**src/dmr_pkg.sv**
```systemverilog
// dmr_pkg: constants, field positions and carrier types of the mode register block
//
// Overview of operation
// - mode set with bank 001 writes mode register one
// - output disable bit set: data, strobe and termination strobe drivers released
// - loop switches off at self-refresh entry and back on at exit
// - writes need the locked loop only when write termination is enabled
// - driver impedance comes from register one bits 5 and 1
// - write termination applies during writes even with nominal termination off
// - reads and writes accepted at once, issued internally after additive latency
// - read latency is additive plus cas; write latency additive plus write cas
// - additive latency code: 00 zero, 01 cl-1, 10 cl-2, 11 reserved
// - termination strobe enabled drives shared pins; disabled gives data mask
// - cas write latency comes from register two bits 5 to 3
// - write termination from register two bits 10:9, never during write leveling
// - mode set with bank 010 writes mode register two
package dmr_pkg;
    // avalon byte offsets
    localparam logic [3:0] DMR_OFS_MR1 = 4'h0;
    localparam logic [3:0] DMR_OFS_MR2 = 4'h4;
    localparam logic [3:0] DMR_OFS_STATUS = 4'h8;
    localparam logic [3:0] DMR_OFS_CTRL = 4'hc;
    // values after reset
    localparam logic [15:0] DMR_MR_RST = 16'h0000;
    localparam logic [3:0] DMR_CL_RST = 4'h5;
    // mode register one field positions
    localparam int DMR_M1_DLL_DIS = 0;
    localparam int DMR_M1_ODI_LO = 1;
    localparam int DMR_M1_RTT_A = 2;
    localparam int DMR_M1_AL_LO = 3;
    localparam int DMR_M1_ODI_HI = 5;
    localparam int DMR_M1_RTT_B = 6;
    localparam int DMR_M1_WLEV = 7;
    localparam int DMR_M1_RTT_C = 9;
    localparam int DMR_M1_TERMINATION_STROBE = 11;
    localparam int DMR_M1_QOFF = 12;
    // mode register two field positions
    localparam int DMR_M2_PARTIAL_ARRAY_REFRESH_LO = 0;
    localparam int DMR_M2_CWL_LO = 3;
    localparam int DMR_M2_ASR = 6;
    localparam int DMR_M2_SRT = 7;
    localparam int DMR_M2_RTTWR_LO = 9;
    // bank selects of the two registers
    localparam logic [2:0] DMR_BA_MR1 = 3'h1;
    localparam logic [2:0] DMR_BA_MR2 = 3'h2;
    // latency widths and counts, in link clock cycles
    localparam int DMR_LAT_W = 6;
    localparam logic [5:0] DMR_CWL_BASE = 6'h05;
    localparam logic [2:0] DMR_BURST_TICKS = 3'h4;
    localparam int DMR_LOCK_W = 12;
    localparam int DMR_LOCK_CYCLES = 512;

    // command pins in sampling order
    typedef struct packed {
        logic ck;
        logic cke;
        logic on_die_termination;
        logic cs_n;
        logic ras_n;
        logic cas_n;
        logic we_n;
        logic [2:0] ba;
        logic [15:0] addr;
        logic dm;
    } dmr_pins_t;

    typedef enum logic [1:0] {DMR_TERM_OFF, DMR_TERM_NOM, DMR_TERM_WR} dmr_term_kind_t;

    // active termination handed to the data pads
    typedef struct packed {
        dmr_term_kind_t kind;
        logic [2:0] code;
    } dmr_term_t;

    // status register layout, low bits first from the right
    typedef struct packed {
        logic [5:0] wl;
        logic [5:0] rl;
        logic wr_term_ready;
        logic outputs_off;
        logic self_refresh;
        logic dll_locked;
        logic dll_on;
    } dmr_status_t;
endpackage : dmr_pkg

```
**src/dmr_top.sv**
```systemverilog
// dmr_top: mode register one and two capture, decode and core configuration
//
// Local design decisions: the Avalon-MM slave port and the register offsets.
`timescale 1ns/1ns
`default_nettype none
module dmr_top
    import dmr_pkg::*;
#(
    parameter int LOCK_CYCLES = DMR_LOCK_CYCLES
) (
    // clock and reset
    input wire logic i_clk,
    input wire logic i_reset,
    // avalon-mm slave
    input wire logic [3:0] i_avs_address,
    input wire logic i_avs_read,
    input wire logic i_avs_write,
    input wire logic [31:0] i_avs_writedata,
    input wire logic [3:0] i_avs_byteenable,
    output logic [31:0] o_avs_readdata,
    output logic o_avs_waitrequest,
    // dram command pins, asynchronous to i_clk
    input wire logic i_ck,
    input wire logic i_cke,
    input wire logic i_odt,
    input wire logic i_cs_n,
    input wire logic i_ras_n,
    input wire logic i_cas_n,
    input wire logic i_we_n,
    input wire logic [2:0] i_ba,
    input wire logic [15:0] i_addr,
    // shared data mask / termination strobe pin pair
    input wire logic i_dm_termination_strobe,
    output logic o_dm_termination_strobe,
    output logic o_dm_termination_strobe_oe_n,
    output logic o_termination_strobe_c,
    output logic o_termination_strobe_c_oe_n,
    output logic o_data_mask,
    // core configuration
    output logic [1:0] o_drive_imp,
    output logic [DMR_LAT_W-1:0] o_additive_latency,
    output logic [DMR_LAT_W-1:0] o_read_latency,
    output logic [DMR_LAT_W-1:0] o_write_latency,
    output logic [DMR_LAT_W-1:0] o_cas_write_latency,
    output logic o_auto_self_refresh,
    output logic o_self_refresh_temp_range,
    output logic [2:0] o_partial_array_refresh,
    output logic o_write_leveling,
    output var dmr_term_t o_term,
    output logic o_dq_oe_n,
    // loop state and core timing
    output logic o_dll_on,
    output logic o_dll_locked,
    output logic o_self_refresh,
    output logic o_wr_term_ready,
    output logic o_int_read,
    output logic o_int_write,
    output logic o_rd_data_start,
    output logic o_wr_data_start
);
    dmr_pins_t pins_raw;
    dmr_pins_t pins;
    logic ck_prev_q;
    logic tick;

    // all pins share one synchroniser so they stay aligned to each other
    assign pins_raw = {i_ck, i_cke, i_odt, i_cs_n, i_ras_n, i_cas_n, i_we_n, i_ba, i_addr,
        i_dm_termination_strobe};

    dmr_sync #(.W($bits(dmr_pins_t))) u_sync (
        .i_clk(i_clk),
        .i_reset(i_reset),
        .i_async(pins_raw),
        .o_sync(pins)
    );

    // link rising edge; a 400 ns link period gives eight samples per cycle
    always_ff @(posedge i_clk) begin
        if (i_reset) ck_prev_q <= 1'b0;
        else ck_prev_q <= pins.ck;
    end
    assign tick = pins.ck & ~ck_prev_q;

    // command decode at the link edge
    logic cmd_sel;
    logic cmd_mrs;
    logic cmd_ref;
    logic cmd_rd;
    logic cmd_wr;
    logic ld_mr1;
    logic ld_mr2;
    logic sr_enter;
    logic sr_exit;
    logic in_sr_q;
    assign cmd_sel = tick & ~pins.cs_n;
    assign cmd_mrs = cmd_sel & ~pins.ras_n & ~pins.cas_n & ~pins.we_n;
    assign cmd_ref = cmd_sel & ~pins.ras_n & ~pins.cas_n & pins.we_n;
    assign cmd_rd = cmd_sel & pins.ras_n & ~pins.cas_n & pins.we_n & ~in_sr_q;
    assign cmd_wr = cmd_sel & pins.ras_n & ~pins.cas_n & ~pins.we_n & ~in_sr_q;
    assign ld_mr1 = cmd_mrs & (pins.ba == DMR_BA_MR1);
    assign ld_mr2 = cmd_mrs & (pins.ba == DMR_BA_MR2);
    assign sr_enter = cmd_ref & ~pins.cke & ~in_sr_q;
    assign sr_exit = tick & pins.cke & in_sr_q;

    // mode registers keep their value until the next set to the same one
    logic [15:0] mr1_q;
    logic [15:0] mr2_q;
    always_ff @(posedge i_clk) begin
        if (i_reset) begin
            mr1_q <= DMR_MR_RST;
            mr2_q <= DMR_MR_RST;
        end else begin
            if (ld_mr1) mr1_q <= pins.addr;
            if (ld_mr2) mr2_q <= pins.addr;
        end
    end

    // field decode; reserved bits are stored but steer nothing
    logic dll_dis;
    logic [2:0] rtt_nom;
    logic [1:0] al_code;
    logic wlev;
    logic termination_strobe_en;
    logic qoff;
    logic [2:0] cwl_code;
    logic [1:0] rtt_wr;
    assign dll_dis = mr1_q[DMR_M1_DLL_DIS];
    assign o_drive_imp = {mr1_q[DMR_M1_ODI_HI], mr1_q[DMR_M1_ODI_LO]};
    assign rtt_nom = {mr1_q[DMR_M1_RTT_C], mr1_q[DMR_M1_RTT_B], mr1_q[DMR_M1_RTT_A]};
    assign al_code = mr1_q[DMR_M1_AL_LO +: 2];
    assign wlev = mr1_q[DMR_M1_WLEV];
    assign termination_strobe_en = mr1_q[DMR_M1_TERMINATION_STROBE];
    assign qoff = mr1_q[DMR_M1_QOFF];
    assign cwl_code = mr2_q[DMR_M2_CWL_LO +: 3];
    assign rtt_wr = mr2_q[DMR_M2_RTTWR_LO +: 2];
    assign o_partial_array_refresh = mr2_q[DMR_M2_PARTIAL_ARRAY_REFRESH_LO +: 3];
    assign o_auto_self_refresh = mr2_q[DMR_M2_ASR];
    assign o_self_refresh_temp_range = mr2_q[DMR_M2_SRT];
    assign o_write_leveling = wlev;

    // additive latency from its code and the cas latency
    function automatic logic [DMR_LAT_W-1:0] al_of(input logic [1:0] code,
        input logic [DMR_LAT_W-1:0] cl);
        unique case (code)
            2'b00: al_of = '0;
            2'b01: al_of = cl - DMR_LAT_W'(1);
            2'b10: al_of = cl - DMR_LAT_W'(2);
            default: al_of = '0; // reserved code: no added delay
        endcase
    endfunction : al_of

    // cas latency lives in mode register zero, outside this block, so software mirrors it
    logic [3:0] cl_q;
    logic [DMR_LAT_W-1:0] cl_w;
    logic [DMR_LAT_W-1:0] al;
    assign cl_w = {2'b00, cl_q};
    assign al = al_of(al_code, cl_w);
    assign o_additive_latency = al;
    assign o_cas_write_latency = DMR_CWL_BASE + {3'b000, cwl_code};
    assign o_read_latency = al + cl_w;
    assign o_write_latency = al + o_cas_write_latency;

    // self-refresh tracking; the loop follows it without a new mode set
    logic dll_on;
    logic dll_on_q;
    logic locked_q;
    logic lock_start;
    logic lock_done;
    always_ff @(posedge i_clk) begin
        if (i_reset) in_sr_q <= 1'b0;
        else if (sr_enter) in_sr_q <= 1'b1;
        else if (sr_exit) in_sr_q <= 1'b0;
    end
    assign dll_on = ~dll_dis & ~in_sr_q;
    assign lock_start = dll_on & ~dll_on_q;

    // lock wait restarts whenever the loop comes back on, including after reset
    dmr_timer #(.W(DMR_LOCK_W)) u_lock (
        .i_clk(i_clk),
        .i_reset(i_reset),
        .i_tick(tick),
        .i_start(lock_start),
        .i_count(DMR_LOCK_W'(LOCK_CYCLES)),
        .o_busy(),
        .o_done(lock_done)
    );

    always_ff @(posedge i_clk) begin
        if (i_reset) begin
            dll_on_q <= 1'b0;
            locked_q <= 1'b0;
        end else begin
            dll_on_q <= dll_on;
            if (~dll_on | lock_start) locked_q <= 1'b0;
            else if (lock_done) locked_q <= 1'b1;
        end
    end
    assign o_dll_on = dll_on;
    assign o_dll_locked = locked_q;
    assign o_self_refresh = in_sr_q;
    // plain writes run without the loop; write termination needs it locked
    assign o_wr_term_ready = (rtt_wr == 2'b00) | locked_q;

    // commands are taken at once and held for the additive latency
    logic iss_rd_q;
    logic iss_done;
    logic issue_rd;
    logic issue_wr;
    logic al_zero;
    assign al_zero = (al == '0);
    dmr_timer #(.W(DMR_LAT_W)) u_issue (
        .i_clk(i_clk),
        .i_reset(i_reset),
        .i_tick(tick),
        .i_start((cmd_rd | cmd_wr) & ~al_zero),
        .i_count(al),
        .o_busy(),
        .o_done(iss_done)
    );
    assign issue_rd = (cmd_rd & al_zero) | (iss_done & iss_rd_q);
    assign issue_wr = (cmd_wr & al_zero) | (iss_done & ~iss_rd_q);

    // only one command can wait out the additive latency at a time
    always_ff @(posedge i_clk) begin
        if (i_reset) begin
            iss_rd_q <= 1'b0;
            o_int_read <= 1'b0;
            o_int_write <= 1'b0;
        end else begin
            if (cmd_rd | cmd_wr) iss_rd_q <= cmd_rd;
            o_int_read <= issue_rd;
            o_int_write <= issue_wr;
        end
    end

    // internal command to first data: cas latency for reads, write cas for writes
    dmr_timer #(.W(DMR_LAT_W)) u_rd (
        .i_clk(i_clk),
        .i_reset(i_reset),
        .i_tick(tick),
        .i_start(issue_rd),
        .i_count(cl_w),
        .o_busy(),
        .o_done(o_rd_data_start)
    );
    dmr_timer #(.W(DMR_LAT_W)) u_wr (
        .i_clk(i_clk),
        .i_reset(i_reset),
        .i_tick(tick),
        .i_start(issue_wr),
        .i_count(o_cas_write_latency),
        .o_busy(),
        .o_done(o_wr_data_start)
    );

    // data phases of one eight-beat burst
    logic [2:0] rd_phase_q;
    logic [2:0] wr_phase_q;
    logic wr_active;
    always_ff @(posedge i_clk) begin
        if (i_reset) begin
            rd_phase_q <= 3'h0;
            wr_phase_q <= 3'h0;
        end else begin
            if (o_rd_data_start) rd_phase_q <= DMR_BURST_TICKS;
            else if (tick && rd_phase_q != 3'h0) rd_phase_q <= rd_phase_q - 3'h1;
            if (o_wr_data_start) wr_phase_q <= DMR_BURST_TICKS;
            else if (tick && wr_phase_q != 3'h0) wr_phase_q <= wr_phase_q - 3'h1;
        end
    end
    assign wr_active = (wr_phase_q != 3'h0);
    assign o_dq_oe_n = qoff | (rd_phase_q == 3'h0);

    // termination choice while odt is high: write value in writes outside leveling, nominal otherwise
    logic use_wr_term;
    dmr_term_t term_d;
    assign use_wr_term = pins.on_die_termination & wr_active & (rtt_wr != 2'b00) & ~wlev;
    assign term_d = use_wr_term ? dmr_term_t'{kind: DMR_TERM_WR, code: {1'b0, rtt_wr}} :
        (pins.on_die_termination && rtt_nom != 3'h0) ? dmr_term_t'{kind: DMR_TERM_NOM, code: rtt_nom} :
        dmr_term_t'{kind: DMR_TERM_OFF, code: 3'h0};

    // registered pad controls
    logic dm_q;
    always_ff @(posedge i_clk) begin
        if (i_reset) begin
            o_term <= '{kind: DMR_TERM_OFF, code: 3'h0};
            dm_q <= 1'b0;
        end else begin
            o_term <= term_d;
            dm_q <= pins.dm & ~termination_strobe_en;
        end
    end
    assign o_data_mask = dm_q;

    // shared pins: termination only, no strobe, so drive fixed levels
    assign o_dm_termination_strobe = 1'b0;
    assign o_termination_strobe_c = 1'b1;
    assign o_dm_termination_strobe_oe_n = ~termination_strobe_en | qoff;
    assign o_termination_strobe_c_oe_n = ~termination_strobe_en | qoff;

    // avalon slave: one wait cycle, read data captured before the release
    logic ack_q;
    logic req;
    logic [31:0] rdata_d;
    logic [31:0] rdata_q;
    dmr_status_t status;
    assign req = i_avs_read | i_avs_write;
    assign o_avs_waitrequest = req & ~ack_q;
    assign o_avs_readdata = rdata_q;
    assign status = '{wl: o_write_latency, rl: o_read_latency, wr_term_ready: o_wr_term_ready,
        outputs_off: qoff, self_refresh: in_sr_q, dll_locked: locked_q, dll_on: dll_on};
    assign rdata_d = (i_avs_address == DMR_OFS_MR1) ? {16'h0000, mr1_q} :
        (i_avs_address == DMR_OFS_MR2) ? {16'h0000, mr2_q} :
        (i_avs_address == DMR_OFS_STATUS) ? {15'h0000, status} :
        (i_avs_address == DMR_OFS_CTRL) ? {28'h0000000, cl_q} : 32'h00000000;

    always_ff @(posedge i_clk) begin
        if (i_reset) begin
            ack_q <= 1'b0;
            rdata_q <= 32'h00000000;
            cl_q <= DMR_CL_RST;
        end else begin
            ack_q <= req & ~ack_q;
            if (i_avs_read & ~ack_q) rdata_q <= rdata_d;
            if (i_avs_write && ack_q && i_avs_address == DMR_OFS_CTRL && i_avs_byteenable[0])
                cl_q <= i_avs_writedata[3:0];
        end
    end
endmodule : dmr_top
`default_nettype wire

```
**src/dmr_sync.sv**
```systemverilog
// dmr_sync: two-stage synchroniser for a group of pins
`timescale 1ns/1ns
`default_nettype none
module dmr_sync #(
    parameter int W = 1
) (
    // clock and reset
    input wire logic i_clk,
    input wire logic i_reset,
    // pins and synchronised copy
    input wire logic [W-1:0] i_async,
    output logic [W-1:0] o_sync
);
    logic [W-1:0] meta_q;

    // first stage feeds only the second
    always_ff @(posedge i_clk) begin
        if (i_reset) begin
            meta_q <= '0;
            o_sync <= '0;
        end else begin
            meta_q <= i_async;
            o_sync <= meta_q;
        end
    end
endmodule : dmr_sync
`default_nettype wire

```
**src/dmr_timer.sv**
```systemverilog
// dmr_timer: counts link clock ticks after a start and pulses when done
`timescale 1ns/1ns
`default_nettype none
module dmr_timer #(
    parameter int W = 6
) (
    // clock and reset
    input wire logic i_clk,
    input wire logic i_reset,
    // control
    input wire logic i_tick,
    input wire logic i_start,
    input wire logic [W-1:0] i_count,
    // status
    output logic o_busy,
    output logic o_done
);
    logic [W-1:0] cnt_q;
    logic busy_q;
    logic done_q;
    logic last;

    assign last = busy_q & i_tick & (cnt_q == W'(1));
    assign o_busy = busy_q;
    assign o_done = done_q;

    // a new start restarts the count; one job at a time
    always_ff @(posedge i_clk) begin
        if (i_reset) begin
            cnt_q <= '0;
            busy_q <= 1'b0;
            done_q <= 1'b0;
        end else if (i_start) begin
            cnt_q <= i_count;
            busy_q <= (i_count != '0);
            done_q <= (i_count == '0);
        end else begin
            done_q <= last;
            if (busy_q & i_tick) cnt_q <= cnt_q - W'(1);
            if (last) busy_q <= 1'b0;
        end
    end
endmodule : dmr_timer
`default_nettype wire

```
**config.mk**
```make
export PLATFORM = sky130hd
export DESIGN_NAME = dmr_top
export DESIGN_NICKNAME = d
export VERILOG_FILES = /design/src/dmr_pkg.sv /design/src/dmr_top.sv /design/src/dmr_sync.sv /design/src/dmr_timer.sv
export SDC_FILE = /design/constraint.sdc
export NUM_CORES = 1
export LEC_CHECK = 0
export BUFFER_PORTS_ARGS = -buffer_cell sky130_fd_sc_hd__buf_2
export CORE_ASPECT_RATIO = 1.5
export CORE_MARGIN = 1
export CORE_UTILIZATION = 59
export CTS_BUF_LIST = sky130_fd_sc_hd__clkbuf_8 sky130_fd_sc_hd__clkbuf_16
export DETAILED_ROUTE_END_ITERATION = 10
export PLACE_DENSITY = 0.94
export REMOVE_ABC_BUFFERS = 1
export SLEW_MARGIN = 25
export SYNTH_ARGS = -nofsm -noshare
export SYNTH_HDL_FRONTEND = slang
export SYNTH_HIERARCHICAL = 1
export SYNTH_SLANG_ARGS = --single-unit
```
**constraint.sdc**
```tcl
create_clock -name i_clk -period 6.6 [get_ports i_clk]
set_clock_uncertainty 0.15 [all_clocks]
set_input_delay 0.66 -clock i_clk [delete_from_list [all_inputs] [get_ports i_clk]]
set_output_delay 0.66 -clock i_clk [all_outputs]
set_load 0.01 [all_outputs]
```
# Word level (Yosys, flattened, before mapping)
# Cells that the tools add are included.
dict set report op_classes {
  reduce_logical 37
  n_bitwise 63
  n_mux 32
  addsub 11
  eq_ne 11
}
# cell n
set ops {}
lappend ops {{$mux 17} 3}
lappend ops {{$and 1x1->1} 39}
lappend ops {{$mux 6} 4}
lappend ops {{$reduce_bool 2->1} 12}
lappend ops {{$mux 10} 2}
lappend ops {{$eq 6x1->1 const B} 3}
lappend ops {{$logic_not 6->1} 3}
lappend ops {{$reduce_bool 6->1} 3}
lappend ops {{$sub 6x1->6 const B} 3}
lappend ops {{$mux 4} 4}
lappend ops {{$not 1->1} 16}
lappend ops {{$mux 1} 13}
lappend ops {{$add 6x4->6} 2}
lappend ops {{$eq 12x1->1 const B} 1}
lappend ops {{$mux 3} 4}
lappend ops {{$pmux 6 s2} 1}
lappend ops {{$reduce_or 2->1} 6}
lappend ops {{$sub 12x1->12 const B} 1}
lappend ops {{$reduce_bool 3->1} 3}
lappend ops {{$eq 4x4->1 const B} 2}
lappend ops {{$or 1x1->1} 8}
lappend ops {{$logic_and 1x1->1} 6}
lappend ops {{$sub 3x1->3 const B} 2}
lappend ops {{$mux 5} 1}
lappend ops {{12 further kinds} 12}
dict set report word_totals {
  reg_bits 180
  output_inout_bits 84
  in_bits 71
  word_cells 191
}

# Depth between registers and ports, before layout
dict set report depth {
  ltp_word 10
  mapped_depth 11
  depth_no_buf 10
}

# Cells and area by module
# The synthesis kept the hierarchy.
# module seq_area_each_um2 cells_per_inst instances area_per_inst_um2
set modules_own_cells {}
lappend modules_own_cells {dmr_top 1461.4 425 1 3938.8}
lappend modules_own_cells {dmr_sync 1081.0 113 1 1443.9}
lappend modules_own_cells {{dmr_timer (u_issue ...)} 160.2 54 3 476.7}
lappend modules_own_cells {{dmr_timer (u_lock)} 280.3 100 1 815.8}

# Worst setup path before layout
# Ideal clock, no wire load.
dict set report synth_path {
  path_type {reg2out}
  startpoint {register cl_q[0]}
  endpoint {output o_write_latency[5]}
  path_stages_with_launch 11
  t_required_ns 5.790
  setup_slack_ns 2.948
  arrival_ns 2.842
  n_path_buf 1
  cell_sequence {dfxtp_1 clkbuf_1 inv_1 ha_1 nand2b_1 a21oi_1 ha_1 a21o_1 a21oi_1 nor2b_1 nor3b_1}
}
dict set report synth_via {
  elab_chain_len 3
  elab_cells_between_ends 4
  cone_classes {add/sub (3); mux (1)}
}
# item line
set synth_lines {}
lappend synth_lines {{from (decl)} dmr_top.sv:153} ;# logic [3:0] cl_q;
lappend synth_lines {{from (signal assigned)} dmr_top.sv:326} ;# cl_q <= i_avs_writedata[3:0];
lappend synth_lines {{$sub 4x2->5 / $sub 4x1->5 (equally long branches)} {dmr_top.sv:147, dmr_top.sv:146}}
lappend synth_lines {{$pmux 6 s2 (*)} dmr_top.sv:144} ;# unique case (code)
lappend synth_lines {{via o_additive_latency[1]} dmr_top.sv:41} ;# output logic [DMR_LAT_W-1:0] o_additive_latency,
lappend synth_lines {{$add 6x4->6 (*)} dmr_top.sv:161} ;# assign o_write_latency = al + o_cas_write_latency;
lappend synth_lines {{to (decl)} dmr_top.sv:43} ;# output logic [DMR_LAT_W-1:0] o_write_latency,
# The timed path passes the listed nets; every way through them passes the cells marked *.

# Worst setup path after layout
dict set report layout_path {
  startpoint {register cl_q[0]}
  endpoint {output o_write_latency[5]}
}
dict set report layout_via {
  elab_chain_len 3
  elab_cells_between_ends 4
  cone_classes {add/sub (3); mux (1)}
}
# item line
set layout_lines {}
lappend layout_lines {{$sub 4x2->5 / $sub 4x1->5 (equally long branches)} {dmr_top.sv:147, dmr_top.sv:146}}
lappend layout_lines {{$pmux 6 s2 (*)} dmr_top.sv:144}
lappend layout_lines {{$add 6x4->6 (*)} dmr_top.sv:161}
# Every way passes the cells marked *; elsewhere a longest branch is shown, timed or not.

==> summary.md <==
| Metric | Value |
|---|---|
| Outcome | complete, no violations |
| Placeable core region | 12,570 um^2 |
| Post-detailed-route via-to-cell ratio | 5.974 |
| Mean cell area of the mapped netlist | 9.536 um^2 |
| Number of buffers between clock root and the deepest sink | 2 |
| Layout Nets | 1,014 |
| X dimension of the die | 94.85 um |
| Number of synthesis warnings | 6 |
| FMAX | 211.9 MHz |
| Pin count of the biggest net entering global routing | 87 |
| Fraction of met1 tracks used by global routing | 0.3121 |
| Kind of capture point of the worst setup path | output pin |
| Die outline area | 13,400 um^2 |
| CTS buffer count | 17 |
| Global route total overflow | 0 |
| Most common cell after layout, fill and taps aside | sky130_fd_sc_hd__dfxtp_1 |
| Transition time at the pin with the least slew margin | 1.020 ns |
| Overall routed net length | 19,000 um |
| Slew margin rel. | 0.3203 |
| Worst ir drop on vdd | 0.1657 mV |
| Slowest Stage Delay on Critical Path | 0.83 ns |
| Tcrit/Tclk final | 0.7150 |
| Initial antenna violation count | 0 |
| Post-route non-filler standard cell count | 1,084 |
| Final Slew Violations | 0 |
| Clock transition at the registers of the reported paths | 0.06 ns |
| Max Cap Viol | 0 |
| Initial DRC Count | 460 |
| Overall power consumption | 2.173 mW |
| Detailed placement HPWL | 11,880 um |
| Commonest non-fill, non-tap cells in the layout | sky130_fd_sc_hd__dfxtp_1 (165), sky130_fd_sc_hd__buf_2 (103), sky130_fd_sc_hd__nor2_1 (81), sky130_fd_sc_hd__nor2b_1 (67), sky130_fd_sc_hd__conb_1 (50) |
| Final sum of negative setup slack | 0 ns |
| Maximum fanout encountered on the critical timing path | 12 |
| Post-CTS setup buffer count | 0 |
| Total number of H-tree levels | 4 |
| Total setup violations reported at the end of the flow | 0 |
| Netlist Area Pre-Place | 7629 um^2 |
| Met2 Track Usage GR | 0.4885 |
| P&R area growth vs syn | 15.88% |
| IO Port Bufs | 104 |
| Number of diodes | 0 |
| Clock network latency to the later pin of the worst-skew pair | 0.43 ns |
| Global-route track usage on met3 | 0.07074 |
| Final std cell area, no fill | 8840 um^2 |
| Main synth FF type | sky130_fd_sc_hd__dfxtp_1 |
| Power density over the cells | 245.8 nW/um^2 |
| Clock sinks | 165 |
| Critical-path cell with the highest stage delay | sky130_fd_sc_hd__a21oi_1 |
| Placed Cells incl. Taps | 1,053 |
| Number of library cell types mapped by synthesis | 73 |
| Placed cell area | 8232 um^2 |
| Wire per inst | 17.53 um |
| DIE HEIGHT | 141.3 um |
| Most crowded layer after global routing | met2 |
| Antenna viol nets, final | 0 |
| RSZ-0062 raised after global routing | false |
| Startpoint-to-endpoint class of the critical path | flop to output pin |
| Cells resized by post-CTS repair | 0 |
| Wire length of the first global-routing pass | 30,140 um |
| Hold Buf Count CTS | 0 |
| Number of global-route vias before repair | 6,425 |
| CTS tree | built |
| Async set-reset flop share out of synthesis | 0 |
| Nature of the critical path startpoint | flop |
| Library cell used as clock root buffer | sky130_fd_sc_hd__clkbuf_16 |
| Final Wtd Congestion | 0.8323 |
| Count of boundary I/O pins | 155 |
| Reported leakage power | 3.567 nW |
| Router iterations before antenna repair | 6 |
| DRC | 0 |
| Number of enable-type register cells in the synthesized netlist | 0 |
| Endpoints failing hold | 0 |
| Via count | 6,476 |
| Register bit count reported by yosys | 165 |
| Share of synthesized area occupied by flip-flops and latches | 0.4330 |
| Synth Instances | 800 |
| Total routing resource utilization after global routing | 0.2898 |
| Number of placement rows | 50 |
| Series of cell instances along the critical path | inv_1, ha_1, nand2b_1, a21oi_1, ha_1, a21o_1, a21oi_1, nor2b_1, nor3b_1, buf_2 |
| Hold WC Path Type | flop to flop |
| Starting utilization of the core area | 0.6067 |
| Fraction of final layout cells with drive strength greater than 1 | 0.1886 |
| Final period demand of the worst path | 4.719 ns |
| Data arrival time of the critical path | 3.91 ns |
| Worst Path Required | 5.79 ns |
==> cells by family after synthesis <==
kind of cell	count (synthesis)	share of synthesized area
mux	51	0.07184
compound gates	139	0.1376
simple gates	282	0.2122
fa+ha+maj	27	0.04625
xor+xnor	24	0.02755
buf+inv	110	0.07053
flops	165	0.4330
other cells	2	0.0009845
==> metrics by stage <==
step                      utilization  hold WS (ns)  setup WS [ns]
final                          0.7030        0.2829          1.881
after floorplan                     -        0.2638          3.054
after global routing           0.7030        0.2817          1.685
after detailed placement       0.6546        0.2704          2.521
after CTS                      0.7025        0.2745          2.006
after global placement         0.6542        0.2655          2.634
==> cell usage after synthesis (4+ instances only) <==
cell / n / area share
sky130_fd_sc_hd__a211oi_1: 7 / 0.0069
sky130_fd_sc_hd__a21o_1: 8 / 0.0079
sky130_fd_sc_hd__a21oi_1: 35 / 0.023
sky130_fd_sc_hd__a22oi_1: 10 / 0.0098
sky130_fd_sc_hd__a311o_1: 7 / 0.0092
sky130_fd_sc_hd__a311oi_1: 4 / 0.0046
sky130_fd_sc_hd__a31oi_1: 6 / 0.0049
sky130_fd_sc_hd__and2_1: 4 / 0.0033
sky130_fd_sc_hd__buf_1: 7 / 0.0034
sky130_fd_sc_hd__buf_2: 10 / 0.0066
sky130_fd_sc_hd__buf_4: 26 / 0.026
sky130_fd_sc_hd__clkbuf_1: 17 / 0.0084
sky130_fd_sc_hd__dfxtp_1: 165 / 0.43
sky130_fd_sc_hd__ha_1: 25 / 0.041
sky130_fd_sc_hd__inv_1: 45 / 0.022
sky130_fd_sc_hd__mux2i_1: 48 / 0.063
sky130_fd_sc_hd__nand2_1: 21 / 0.010
sky130_fd_sc_hd__nand2b_1: 12 / 0.0098
sky130_fd_sc_hd__nand3_1: 16 / 0.010
sky130_fd_sc_hd__nand3b_1: 5 / 0.0049
sky130_fd_sc_hd__nand4_1: 6 / 0.0049
sky130_fd_sc_hd__nor2_1: 81 / 0.040
sky130_fd_sc_hd__nor2b_1: 67 / 0.055
sky130_fd_sc_hd__nor3_1: 18 / 0.012
sky130_fd_sc_hd__nor4_1: 13 / 0.011
sky130_fd_sc_hd__o21a_1: 10 / 0.0098
sky130_fd_sc_hd__o21ai_0: 11 / 0.0072
sky130_fd_sc_hd__o2bb2ai_1: 6 / 0.0069
sky130_fd_sc_hd__or3_1: 4 / 0.0033
sky130_fd_sc_hd__xnor2_1: 13 / 0.015
sky130_fd_sc_hd__xor2_1: 11 / 0.013
==> layout make-up <==
type	count	area, um^2
fill	831	3735
sequential	165	3303
tap	156	195.2
inverter	48	180.2
clock inverter	14	176.4
timing repair buffer	111	575.6
multi-input combinational	573	3984
clock buffer	17	425.4
==> power by group <==
part | internal [mW] | switching [mW]
clock | 0.598 | 0.419
combinational | 0.0461 | 0.0726
sequential | 1.02 | 0.0156
total | 1.67 | 0.508
==> state kept, by name (all words and copies together), names as in the netlist, 6 cells and up <==
register        count
mr1_q              16
mr2_q              16
o_avs_readdata     17
u_issue/cnt_q       6
u_lock/cnt_q       12
u_rd/cnt_q          6
u_sync/meta_q      27
u_sync/o_sync      27
u_wr/cnt_q          6
==> critical path: cells and delay by family, from the launching register on <==
| kind | cells | cell delay, ns |
|---|---|---|
| AND/OR/NAND/NOR | 3 | 0.54 |
| AO/OA/AOI/OAI | 3 | 1.29 |
| flip-flops | 1 | 0.59 |
| adder cells (fa/ha/maj) | 2 | 0.72 |
| buffers and inverters | 2 | 0.35 |
==> per-layer routing <==
| metal | routed length, um | share of wire | vias up |
|---|---|---|---|
| met5 | 0 | 0 | - |
| met4 | 1207 | 0.064 | 0 |
| met3 | 1493 | 0.079 | 108 |
| met2 | 9258 | 0.49 | 393 |
| met1 | 7042 | 0.37 | 3006 |
| li1 | - | - | 2969 |
==> path summary, 6_finish.rpt <==
| kind | start | endpoint | slack, ns | depth (start not counted) |
|---|---|---|---|---|
| max | cl_q[0]$_SDFFE_PP1P_ | o_write_latency[5] | 1.88 | 10 |
| min | u_sync/meta_q[20]$_SDFF_PP0_ | u_sync/o_sync[20]$_SDFF_PP0_ | 0.28 | 1 |
| max reg2reg | cl_q[0]$_SDFFE_PP1P_ | o_avs_readdata[10]$_SDFFE_PP0P_ | 2.93 | 9 |
| min reg2reg | u_sync/meta_q[20]$_SDFF_PP0_ | u_sync/o_sync[20]$_SDFF_PP0_ | 0.28 | 1 |
Note: power is estimated with default switching activity, not from simulation.
